### config.mk
export PLATFORM = sky130hd
export DESIGN_NAME = timer_counter_pwm
export DESIGN_NICKNAME = d
export VERILOG_FILES = /design/src/rtl/timer_pkg.sv /design/src/rtl/timer_counter_pwm.sv
export SDC_FILE = /design/constraint.sdc
export NUM_CORES = 1
export LEC_CHECK = 0
export BUFFER_PORTS_ARGS = -buffer_cell sky130_fd_sc_hd__buf_2
export CORE_ASPECT_RATIO = 1.5
export CORE_MARGIN = 4
export CORE_UTILIZATION = 55
export DETAILED_ROUTE_END_ITERATION = 10
export PLACE_DENSITY = 0.75
export SKIP_LAST_GASP = 1
export SLEW_MARGIN = 10
export SYNTH_ARGS = -nofsm -noshare
export SYNTH_HDL_FRONTEND = slang
export SYNTH_SLANG_ARGS = --single-unit
export TNS_END_PERCENT = 20
### constraint.sdc
create_clock -name aclk -period 6.6 [get_ports aclk]
set_clock_uncertainty 0.2 [all_clocks]
set_input_delay 1.98 -clock aclk [delete_from_list [all_inputs] [get_ports aclk]]
set_output_delay 1.98 -clock aclk [all_outputs]
set_load 0.005 [all_outputs]
### src/rtl/timer_pkg.sv
package timer_pkg;

  // ------------------------------------------------------------------
  // register map, byte addresses
  // ------------------------------------------------------------------
  localparam logic [7:0] ADDR_CTRL = 8'h00;
  localparam logic [7:0] ADDR_TOP  = 8'h04;
  localparam logic [7:0] ADDR_CMP  = 8'h08;
  localparam logic [7:0] ADDR_CNT  = 8'h0C;
  localparam logic [7:0] ADDR_CAPT = 8'h10;
  localparam logic [7:0] ADDR_STS  = 8'h14;
  localparam logic [7:0] ADDR_IEN  = 8'h18;
  localparam logic [7:0] ADDR_WEN  = 8'h1C;

  // ------------------------------------------------------------------
  // field positions
  // ------------------------------------------------------------------
  localparam int CTL_MODE_LSB  = 0;
  localparam int CTL_CLKSEL    = 2;
  localparam int CTL_PRESC_LSB = 3;
  localparam int CTL_EN        = 6;
  localparam int CTL_CAPEN     = 7;
  localparam int CTL_RSTPIN    = 8;
  localparam int ST_OVF        = 0;
  localparam int ST_CMP        = 1;
  localparam int ST_CAP        = 2;

  // ------------------------------------------------------------------
  // reset values and bus answers
  // ------------------------------------------------------------------
  localparam logic [15:0] TOP_RST     = 16'hFFFF;
  localparam logic [15:0] CMP_RST     = 16'h7FFF;
  localparam logic [1:0]  RESP_OKAY   = 2'h0;
  localparam logic [1:0]  RESP_SLVERR = 2'h2;

  typedef enum logic [3:0] {
    MODE_WDT  = 4'h1,
    MODE_CTC  = 4'h2,
    MODE_FPWM = 4'h4,
    MODE_PFC  = 4'h8
  } mode_e;

  typedef struct packed {
    logic        awvalid;
    logic [7:0]  awaddr;
    logic        wvalid;
    logic [31:0] wdata;
    logic [3:0]  wstrb;
    logic        bready;
    logic        arvalid;
    logic [7:0]  araddr;
    logic        rready;
  } axil_req_s;

  typedef struct packed {
    logic        awready;
    logic        wready;
    logic        bvalid;
    logic [1:0]  bresp;
    logic        arready;
    logic        rvalid;
    logic [31:0] rdata;
    logic [1:0]  rresp;
  } axil_rsp_s;

endpackage

### src/rtl/timer_counter_pwm.sv
`timescale 1ns/10ps
module timer_counter_pwm
  import timer_pkg::*;
#(
  parameter int          CNT_W    = 16,
  parameter logic [1:0]  SA_MODE  = 2'h2,
  parameter logic [15:0] SA_TOP   = 16'hFFFF,
  parameter logic [15:0] SA_CMP   = 16'h8000,
  parameter logic [2:0]  SA_PRESC = 3'h0
) (
  // clock and reset
  input  wire logic       aclk,
  input  wire logic       aresetn,
  // register bus
  input  wire axil_req_s  axi_req,
  output axil_rsp_s       axi_rsp,
  // timer pins
  input  wire logic       timer_input_clock,
  input  wire logic       timer_reset_low,
  input  wire logic       capture_trigger_in,
  input  wire logic       standalone_en,
  // outputs
  output logic            timer_waveform_out,
  output logic            timer_interrupt_out,
  output logic            wake_request_out
);

  if (CNT_W < 2 || CNT_W > 16) begin : g_chk
    $error("CNT_W must lie between 2 and 16");
  end

  typedef logic [CNT_W-1:0] cnt_t;

  typedef struct packed {
    logic [2:0]  sync1;
    logic [2:0]  sync2;
    logic        clk_prev;
    logic        ic_prev;
    mode_e       mode;
    logic        clk_sel;
    logic [2:0]  presc;
    logic        en;
    logic        cap_en;
    cnt_t        top;
    cnt_t        cmp;
    cnt_t        top_act;
    cnt_t        cmp_act;
    cnt_t        cnt;
    cnt_t        cap;
    logic        down;
    logic [6:0]  ps;
    logic        out;
    logic [2:0]  sts;
    logic [2:0]  ien;
    logic [2:0]  wen;
    logic        aw_got;
    logic        w_got;
    logic [7:0]  awaddr;
    logic [31:0] wdata;
    logic [3:0]  wstrb;
    logic        bvalid;
    logic [1:0]  bresp;
    logic        rvalid;
    logic [31:0] rdata;
    logic [1:0]  rresp;
  } state_s;

  state_s q;
  state_s d;

  // ------------------------------------------------------------------
  // register readback
  // ------------------------------------------------------------------
  function automatic logic [1:0] mode_code(input mode_e m);
    case (m)
      MODE_WDT:  return 2'h0;
      MODE_CTC:  return 2'h1;
      MODE_FPWM: return 2'h2;
      default:   return 2'h3;
    endcase
  endfunction

  function automatic mode_e mode_dec(input logic [1:0] c);
    case (c)
      2'h0:    return MODE_WDT;
      2'h1:    return MODE_CTC;
      2'h2:    return MODE_FPWM;
      default: return MODE_PFC;
    endcase
  endfunction

  // returns {hit, data}
  function automatic logic [32:0] reg_read(input state_s s,
                                           input logic [7:0] a);
    logic [31:0] v;
    logic        hit;
    v   = '0;
    hit = 1'b1;
    case (a)
      ADDR_CTRL: begin
        v[CTL_MODE_LSB+:2]  = mode_code(s.mode);
        v[CTL_CLKSEL]       = s.clk_sel;
        v[CTL_PRESC_LSB+:3] = s.presc;
        v[CTL_EN]           = s.en;
        v[CTL_CAPEN]        = s.cap_en;
        v[CTL_RSTPIN]       = 1'b1;
      end
      ADDR_TOP:  v[CNT_W-1:0] = s.top;
      ADDR_CMP:  v[CNT_W-1:0] = s.cmp;
      ADDR_CNT:  v[CNT_W-1:0] = s.cnt;
      ADDR_CAPT: v[CNT_W-1:0] = s.cap;
      ADDR_STS:  v[2:0] = s.sts;
      ADDR_IEN:  v[2:0] = s.ien;
      ADDR_WEN:  v[2:0] = s.wen;
      default:   hit = 1'b0;
    endcase
    return {hit, v};
  endfunction

  // ------------------------------------------------------------------
  // next state
  // ------------------------------------------------------------------
  logic        pin_clk;
  logic        rst_pin_low;
  logic        ic;
  logic        src_edge;
  logic        tick;
  logic [6:0]  ps_lim;
  logic        ovf_ev;
  logic        cmp_ev;
  logic        cap_ev;
  logic        wr_go;
  logic [32:0] wr_cur;
  logic [31:0] wv;
  logic [32:0] rd_res;
  logic [2:0]  sts_clr;

  always_comb begin
    d = q;
    // pins pass two flops before use
    d.sync1     = {timer_input_clock, timer_reset_low, capture_trigger_in};
    d.sync2     = q.sync1;
    pin_clk     = q.sync2[2];
    rst_pin_low = !q.sync2[1];
    ic          = q.sync2[0];
    d.clk_prev  = pin_clk;
    d.ic_prev   = ic;

    src_edge = q.clk_sel ? (pin_clk & !q.clk_prev) : 1'b1;
    ps_lim   = 7'((8'h01 << q.presc) - 8'h01);
    tick     = q.en && src_edge && (q.ps == ps_lim);
    if (q.en && src_edge) begin
      d.ps = (q.ps == ps_lim) ? 7'h00 : q.ps + 7'h01;
    end

    ovf_ev = 1'b0;
    cmp_ev = 1'b0;
    if (tick) begin
      case (q.mode)
        MODE_WDT: begin
          if (q.cnt == q.top_act) begin
            d.cnt     = '0;
            d.top_act = q.top;
            d.out     = !q.out;
            ovf_ev    = 1'b1;
          end else begin
            d.cnt = q.cnt + cnt_t'(1);
          end
        end
        MODE_CTC: begin
          ovf_ev = &q.cnt;
          if (q.cnt == q.cmp_act) begin
            d.cnt     = '0;
            d.cmp_act = q.cmp;
            d.out     = !q.out;
            cmp_ev    = 1'b1;
          end else begin
            d.cnt = q.cnt + cnt_t'(1);
          end
        end
        MODE_FPWM: begin
          cmp_ev = (q.cnt == q.cmp_act);
          // shadows load only at the wrap
          if (q.cnt == q.top_act) begin
            d.cnt     = '0;
            d.top_act = q.top;
            d.cmp_act = q.cmp;
            ovf_ev    = 1'b1;
          end else begin
            d.cnt = q.cnt + cnt_t'(1);
          end
        end
        MODE_PFC: begin
          cmp_ev = (q.cnt == q.cmp_act);
          if (!q.down) begin
            if (q.cnt == q.top_act) begin
              d.down = (q.cnt != '0);
              d.cnt  = (q.cnt == '0) ? q.cnt : q.cnt - cnt_t'(1);
            end else begin
              d.cnt = q.cnt + cnt_t'(1);
            end
          end else if (q.cnt == '0) begin
            // both shadows load at the bottom, symmetric periods
            d.down    = 1'b0;
            d.top_act = q.top;
            d.cmp_act = q.cmp;
            d.cnt     = (q.top == '0) ? '0 : cnt_t'(1);
            ovf_ev    = 1'b1;
          end else begin
            d.cnt = q.cnt - cnt_t'(1);
          end
        end
        default: d.cnt = '0;
      endcase
      if (q.mode == MODE_FPWM || q.mode == MODE_PFC) begin
        d.out = (d.cnt < d.cmp_act);
      end
    end

    cap_ev = ic && !q.ic_prev && q.cap_en && !standalone_en &&
             (q.mode == MODE_WDT || q.mode == MODE_CTC);
    if (cap_ev) begin
      d.cap = q.cnt;
    end

    // write channel, taken in either order
    if (axi_req.awvalid && axi_rsp.awready) begin
      d.aw_got = 1'b1;
      d.awaddr = axi_req.awaddr;
    end
    if (axi_req.wvalid && axi_rsp.wready) begin
      d.w_got = 1'b1;
      d.wdata = axi_req.wdata;
      d.wstrb = axi_req.wstrb;
    end
    if (q.bvalid && axi_req.bready) begin
      d.bvalid = 1'b0;
    end
    wr_go   = q.aw_got && q.w_got;
    wr_cur  = reg_read(q, q.awaddr);
    sts_clr = '0;
    for (int i = 0; i < 4; i++) begin
      wv[i*8+:8] = q.wstrb[i] ? q.wdata[i*8+:8] : wr_cur[i*8+:8];
    end
    if (wr_go) begin
      d.aw_got = 1'b0;
      d.w_got  = 1'b0;
      d.bvalid = 1'b1;
      d.bresp  = wr_cur[32] ? RESP_OKAY : RESP_SLVERR;
      case (q.awaddr)
        ADDR_CTRL: begin
          d.mode    = mode_dec(wv[CTL_MODE_LSB+:2]);
          d.clk_sel = wv[CTL_CLKSEL];
          d.presc   = wv[CTL_PRESC_LSB+:3];
          d.en      = wv[CTL_EN];
          d.cap_en  = wv[CTL_CAPEN];
        end
        ADDR_TOP: d.top = wv[CNT_W-1:0];
        ADDR_CMP: d.cmp = wv[CNT_W-1:0];
        // write one to clear
        ADDR_STS: sts_clr = q.wstrb[0] ? q.wdata[2:0] : 3'h0;
        ADDR_IEN: d.ien = wv[2:0];
        ADDR_WEN: d.wen = wv[2:0];
        default: ;
      endcase
    end

    rd_res = reg_read(q, axi_req.araddr);
    if (axi_req.arvalid && axi_rsp.arready) begin
      d.rvalid = 1'b1;
      d.rdata  = rd_res[31:0];
      d.rresp  = rd_res[32] ? RESP_OKAY : RESP_SLVERR;
    end else if (q.rvalid && axi_req.rready) begin
      d.rvalid = 1'b0;
    end

    // sticky flags, a new event beats a clear
    d.sts = (q.sts & ~sts_clr) | {cap_ev, cmp_ev, ovf_ev};

    if (standalone_en) begin
      d.mode    = mode_dec(SA_MODE);
      d.top     = cnt_t'(SA_TOP);
      d.cmp     = cnt_t'(SA_CMP);
      d.presc   = SA_PRESC;
      d.clk_sel = 1'b1;
      d.en      = 1'b1;
      d.cap_en  = 1'b0;
    end

    // pin reset always enabled, clears the timer
    if (rst_pin_low) begin
      d.cnt  = '0;
      d.ps   = '0;
      d.down = 1'b0;
      d.out  = 1'b0;
      d.sts  = '0;
    end
  end

  always_ff @(posedge aclk) begin
    if (!aresetn) begin
      q         <= '0;
      q.mode    <= MODE_WDT;
      q.top     <= cnt_t'(TOP_RST);
      q.cmp     <= cnt_t'(CMP_RST);
      q.top_act <= cnt_t'(TOP_RST);
      q.cmp_act <= cnt_t'(CMP_RST);
      q.sync1   <= 3'h2;
      q.sync2   <= 3'h2;
    end else begin
      q <= d;
    end
  end

  // ------------------------------------------------------------------
  // outputs
  // ------------------------------------------------------------------
  // one process drives the whole response struct, never member by member
  always_comb begin
    axi_rsp.awready = !q.aw_got && !q.bvalid;
    axi_rsp.wready  = !q.w_got && !q.bvalid;
    axi_rsp.bvalid  = q.bvalid;
    axi_rsp.bresp   = q.bresp;
    axi_rsp.arready = !q.rvalid;
    axi_rsp.rvalid  = q.rvalid;
    axi_rsp.rdata   = q.rdata;
    axi_rsp.rresp   = q.rresp;
  end

  assign timer_waveform_out = q.out;
  assign timer_interrupt_out = standalone_en ? q.sts[ST_OVF]
                                             : |(q.sts & q.ien);
  assign wake_request_out = |(q.sts & q.wen);
endmodule // timer_counter_pwm

Word level (Yosys, flattened, before mapping)
Index checks and enable logic that the tools add are counted.

Add/subtract/negate cells: 4. $lt $le $gt $ge: 1. Equal/unequal tests: 29. Shift-type cells: 1. Multiplexer cells: 61. Bitwise operators: 7. Reduce and logical (&&, ||, !) cells: 56.

Operator list (number): 2-to-1 mux 16 bit (12); one-hot mux 16 bit (3 select lines) (3); 2-to-1 mux 32 bit (3); 2-to-1 mux 41 bit (2); equality test 8 x 5 -> 1 bit (second input constant) (8); one-hot mux 6 bit (5 select lines) (2); one-hot mux 3 bit (8 select lines) (2); equality test 16 bit (2); equality test 8 x 4 -> 1 bit (second input constant) (4); zero test 16 bit (2); one-hot mux 7 bit (4 select lines) (1); 2-to-1 mux 1 bit (20); adder 16 x 1 -> 16 bit (second input constant) (1); equality test 8 x 3 -> 1 bit (second input constant) (2); zero test 8 bit (2); less-than comparator 16 bit (1); 2-to-1 mux 8 bit (2); AND reduction 16 bit (1); AND reduction 2 bit (8); nonzero test 16 bit (1); OR reduction 8 bit (2); subtractor 16 x 1 -> 16 bit (second input constant) (1); logical AND 1 bit (14); 2-to-1 mux 7 bit (2); 33 further kinds (61).

Register bits after elaboration: 182. Input bits: 63. Output and inout bits: 44. Word-level logic and storage cells: 191.

Logic depth before layout (Yosys ltp)
Depth after elaboration: 9. Gate-level depth with buffers: 20. Mapped depth without buffers: 17.

Least setup slack after synthesis
Ideal clock, no wire load.

Kind: in2out. Start: input port standalone_en. End: output port timer_interrupt_out. Arrival: 2.392 ns. Required time: 4.420 ns. Setup slack: 2.028 ns. Stages: 3. Path buffers: 1. Cell sequence: clkbuf_1 o21ai_0 o21ai_0.

Longest elaborated chain between the ends: 1.

RTL lines: start: declaration (RTL line timer_counter_pwm.sv:21) `input wire logic standalone_en,`; 2-to-1 mux 1 bit (RTL line timer_counter_pwm.sv:331) `assign timer_interrupt_out = standalone_en ? q.sts[ST_OVF]`; end: declaration (RTL line timer_counter_pwm.sv:24) `output logic timer_interrupt_out,`.

No other way between the ends.

Worst setup path after layout
Start: register q[118] in the netlist's numbering. End: register q, in the netlist timer_waveform_out.

Longest elaborated chain between the ends: 8. Elaborated cells on any way between the ends: 24. Classes of those cells: add/sub: 2; order compare: 1; eq/ne: 4; mux: 15; reduce/logical: 2.

RTL lines: start: declaration (RTL line timer_counter_pwm.sv:68) `state_s q;`; subtractor 16 x 1 -> 16 bit or zero test 16 bit (tied branches) (RTL line timer_counter_pwm.sv:198, timer_counter_pwm.sv:210, timer_counter_pwm.sv:202); 2-to-1 mux 16 bit (RTL line timer_counter_pwm.sv:198) `d.cnt = (q.cnt == '0) ? q.cnt : q.cnt - cnt_t'(1);`; 2-to-1 mux 16 bit (RTL line timer_counter_pwm.sv:196) `if (q.cnt == q.top_act) begin`; 2-to-1 mux 16 bit (RTL line timer_counter_pwm.sv:195) `if (!q.down) begin`; one-hot mux 16 bit (3 select lines) (RTL line timer_counter_pwm.sv:159) `case (q.mode)`; 2-to-1 mux 16 bit (RTL line timer_counter_pwm.sv:158) `if (tick) begin`; less-than comparator 16 bit (RTL line timer_counter_pwm.sv:216) `d.out = (d.cnt < d.cmp_act);`; 2-to-1 mux 1 bit (RTL line timer_counter_pwm.sv:215) `if (q.mode == MODE_FPWM || q.mode == MODE_PFC) begin`.

Several ways; a longest one is shown, not always the timed one. The select of a mux whose other input is x is not followed. A chain may end at the register's enable or synchronous reset.

==> metrics <==
drt initial violations 839; Synth area leaders dfxtp_1, mux2i_1, nand2_1; IO buf count 70; Overall Global Routing Usage 29.2%; maximum clock rate 184 MHz; drt first pass iters 6; post-DR vias/cell 6.35; status finished clean; Routed WL 31,200 microns; CTS max path bufs 2; Synth area leader dfxtp_1; EDFF count, synth 0; Max H-tree Level 4; leakage 4.39 nW; Num CTS Buffers 17; vias in the first global route 8,997; crit-path max FO 31; synthesis-to-layout area growth 6.96%; Post-CTS Hold Buffers 0; io pins 107; CP Capture Type register; HP Class reg2reg; Max stage delay on crit path 0.80 ns; first-pass GRT wire length 48,400 microns; Synth top area share 35.1%; min Tclk post-route 5.43 ns; clk root buf clkbuf_16; gr ovfl total 0; tightest hold margin 0.217 ns; peak supply drop 200 uV; RD Place Congestion 0.993; CP startpoint q[118]; clock latency on the worst-skew pair 0.44 ns; final hold vios 0; max_slew headroom 22.0%; CP max stage cell and2b_1; final max-slew violation count 0; layout cells sized above 1 12.1%; CTS Sinks 180; Filler cells 1,726; max_cap viols 0; FF/Latch Area 3600 sq um; antenna violations before repair 0; sequential share of the synthesized area 35.1%; kind of critical path reg2reg; Nets 1,333; Power Total 0.00247 W; largest net degree at the start of global routing 64; Initial Util 55.6%; commonest non-fill, non-tap cell in the layout dfxtp_1; Mapped Cells 1,266; commonest cells after routing, fill and taps aside dfxtp_1, nand2_1, a21oi_1; P per Cell Area 225 nW/um^2; # rows 61; routed vias 9,615; Arr. time, crit path 5.62 ns; Critical Path RT 6.79 ns; CTS tree yes; Post-synth ARST share 0%; Final period util 82.3%; Post-CTS Setup Inserts 0; RSZ-0062 raised after global routing false; ys flop type dfxtp_1; Wirelength per Cell 20.6 microns; Reg clk slew, reported paths 0.07 ns; syn avg cell area 8.12 sq um; post-synthesis cell type count 83; Least-Margin Pin Slew 1.17 ns; most used cell, CP a21oi_1; FF+latch count, synth 180; critical path startpoint category register; chip height 175 microns; setup TNS 0 ns; post-cts sizing count 0; post-DP HPWL 22,000 microns; Cell Chain, Critical Path inv_1 > ha_1 > nor4b_1 > and4_1 > a21oi_1 > a211oi_2 > and2b_1 > and3_1 > a21oi_1 > ha_1 > a21oi_1 > o21ai_0 > a2111oi_0 > o2111ai_1 > a211oi_1 > o221a_2; Multi-input gate area 5950 sq um; Critical R2R Launch q[118]; fin util 59.5%; antenna-violating nets left 0; synth warn 0; ant diodes 0; endpoints failing setup 0; Die Span X 120 microns; # DRC 0; Post-Syn Area 10,300 sq um; Core ar. 18,500 sq um; Die ar. 21,000 sq um; Hold Path Origin d[211]
-- path summary, 6_finish.rpt --
path,cells past startpoint,end,slack (ns)
max reg2reg,16,timer_waveform_out,1.17
max,16,timer_waveform_out,1.17
min,1,q[211],0.22
min reg2reg,1,q[211],0.22
-- per-layer routing --
layer / up-vias / share of wire (%) / global-route usage [%]
li1: 4509 / - / -
met1: 4486 / 37 / 33.5
met2: 482 / 48 / 48.8
met3: 138 / 7.0 / 3.90
met4: 0 / 8.1 / 22.8
met5: - / 0 / 0
-- power by group --
part,leakage (nW),internal (W),switching (W)
logic,2.63,0.000104,0.000183
clock network,0.284,0.000547,0.000466
registers,1.47,0.00112,0.0000553
-- synth_stat cells (4+ instances only) --
master     instances
mux2i_1           63
a221o_1            7
o2111ai_1          4
o211ai_1          22
clkbuf_1          71
or4_1              8
a222oi_1           7
a2111oi_0          4
buf_2             18
nand3_1           34
buf_1              5
dfxtp_1          180
nand3b_1           5
or2_2              4
o21a_1             4
nor3_1            21
a22o_1             6
xor2_1            23
mux2_2             4
nor2_1            97
o22ai_1            9
inv_1             23
ha_1              20
a21oi_1          111
a211oi_1          19
a21boi_0           4
a22oi_1           30
a221oi_1          10
nand4_1           24
nand2_1          155
or3_1              9
nor2b_1            4
buf_4             40
nand2b_1           9
a2bb2oi_1          5
a31oi_1           13
o21ai_0           48
and3_1            22
nor4_1            12
xnor2_1           22
and2_1            19
and4_1             7
-- flip-flops by register name, indices dropped and copies added, names as in the netlist --
signal              flops
axi_rsp                20
timer_waveform_out      1
q                     154
d                       5
-- area by class of cell --
class	count	area share [%]
multi-input cells	942	54.1
well taps	252	2.87
clock buffers	19	4.12
inverters	23	0.785
repair buffers	86	4.28
flip-flops and latches	180	32.8
clock inverters	12	1.08
-- metrics by stage --
| step | setup WS, ns | std cells | cell area, sq um |
|---|---|---|---|
| after floorplan | 2.03 | 1283 | 10300 |
| after global placement | 1.48 | 1483 | 10400 |
| after detailed placement | 1.41 | 1483 | 10400 |
| after CTS | 1.30 | 1514 | 11000 |
| after global routing | 0.787 | 1514 | 11000 |
| final | 1.17 | 1514 | 11000 |
-- cell families after synthesis --
family | count (synthesis) | synth area share [%]
adders and majority gates | 20 | 2.43
other | 1 | 0.0365
DFF | 180 | 35.1
and+or+nand+nor | 453 | 21.9
AOI/OAI and AO/OA | 336 | 21.7
buffers and inverters | 161 | 7.94
xor gates and xnor gates | 46 | 3.99
muxes | 69 | 7.01
-- critical path, delay by kind of cell (launching register included) --
family / cells / cell delay [ns]
compound gates: 9 / 1.93
fa+ha+maj: 2 / 0.51
buf+inv: 1 / 0.26
flops: 1 / 0.51
simple gates: 4 / 1.96
(Power assumes the default switching activity.)
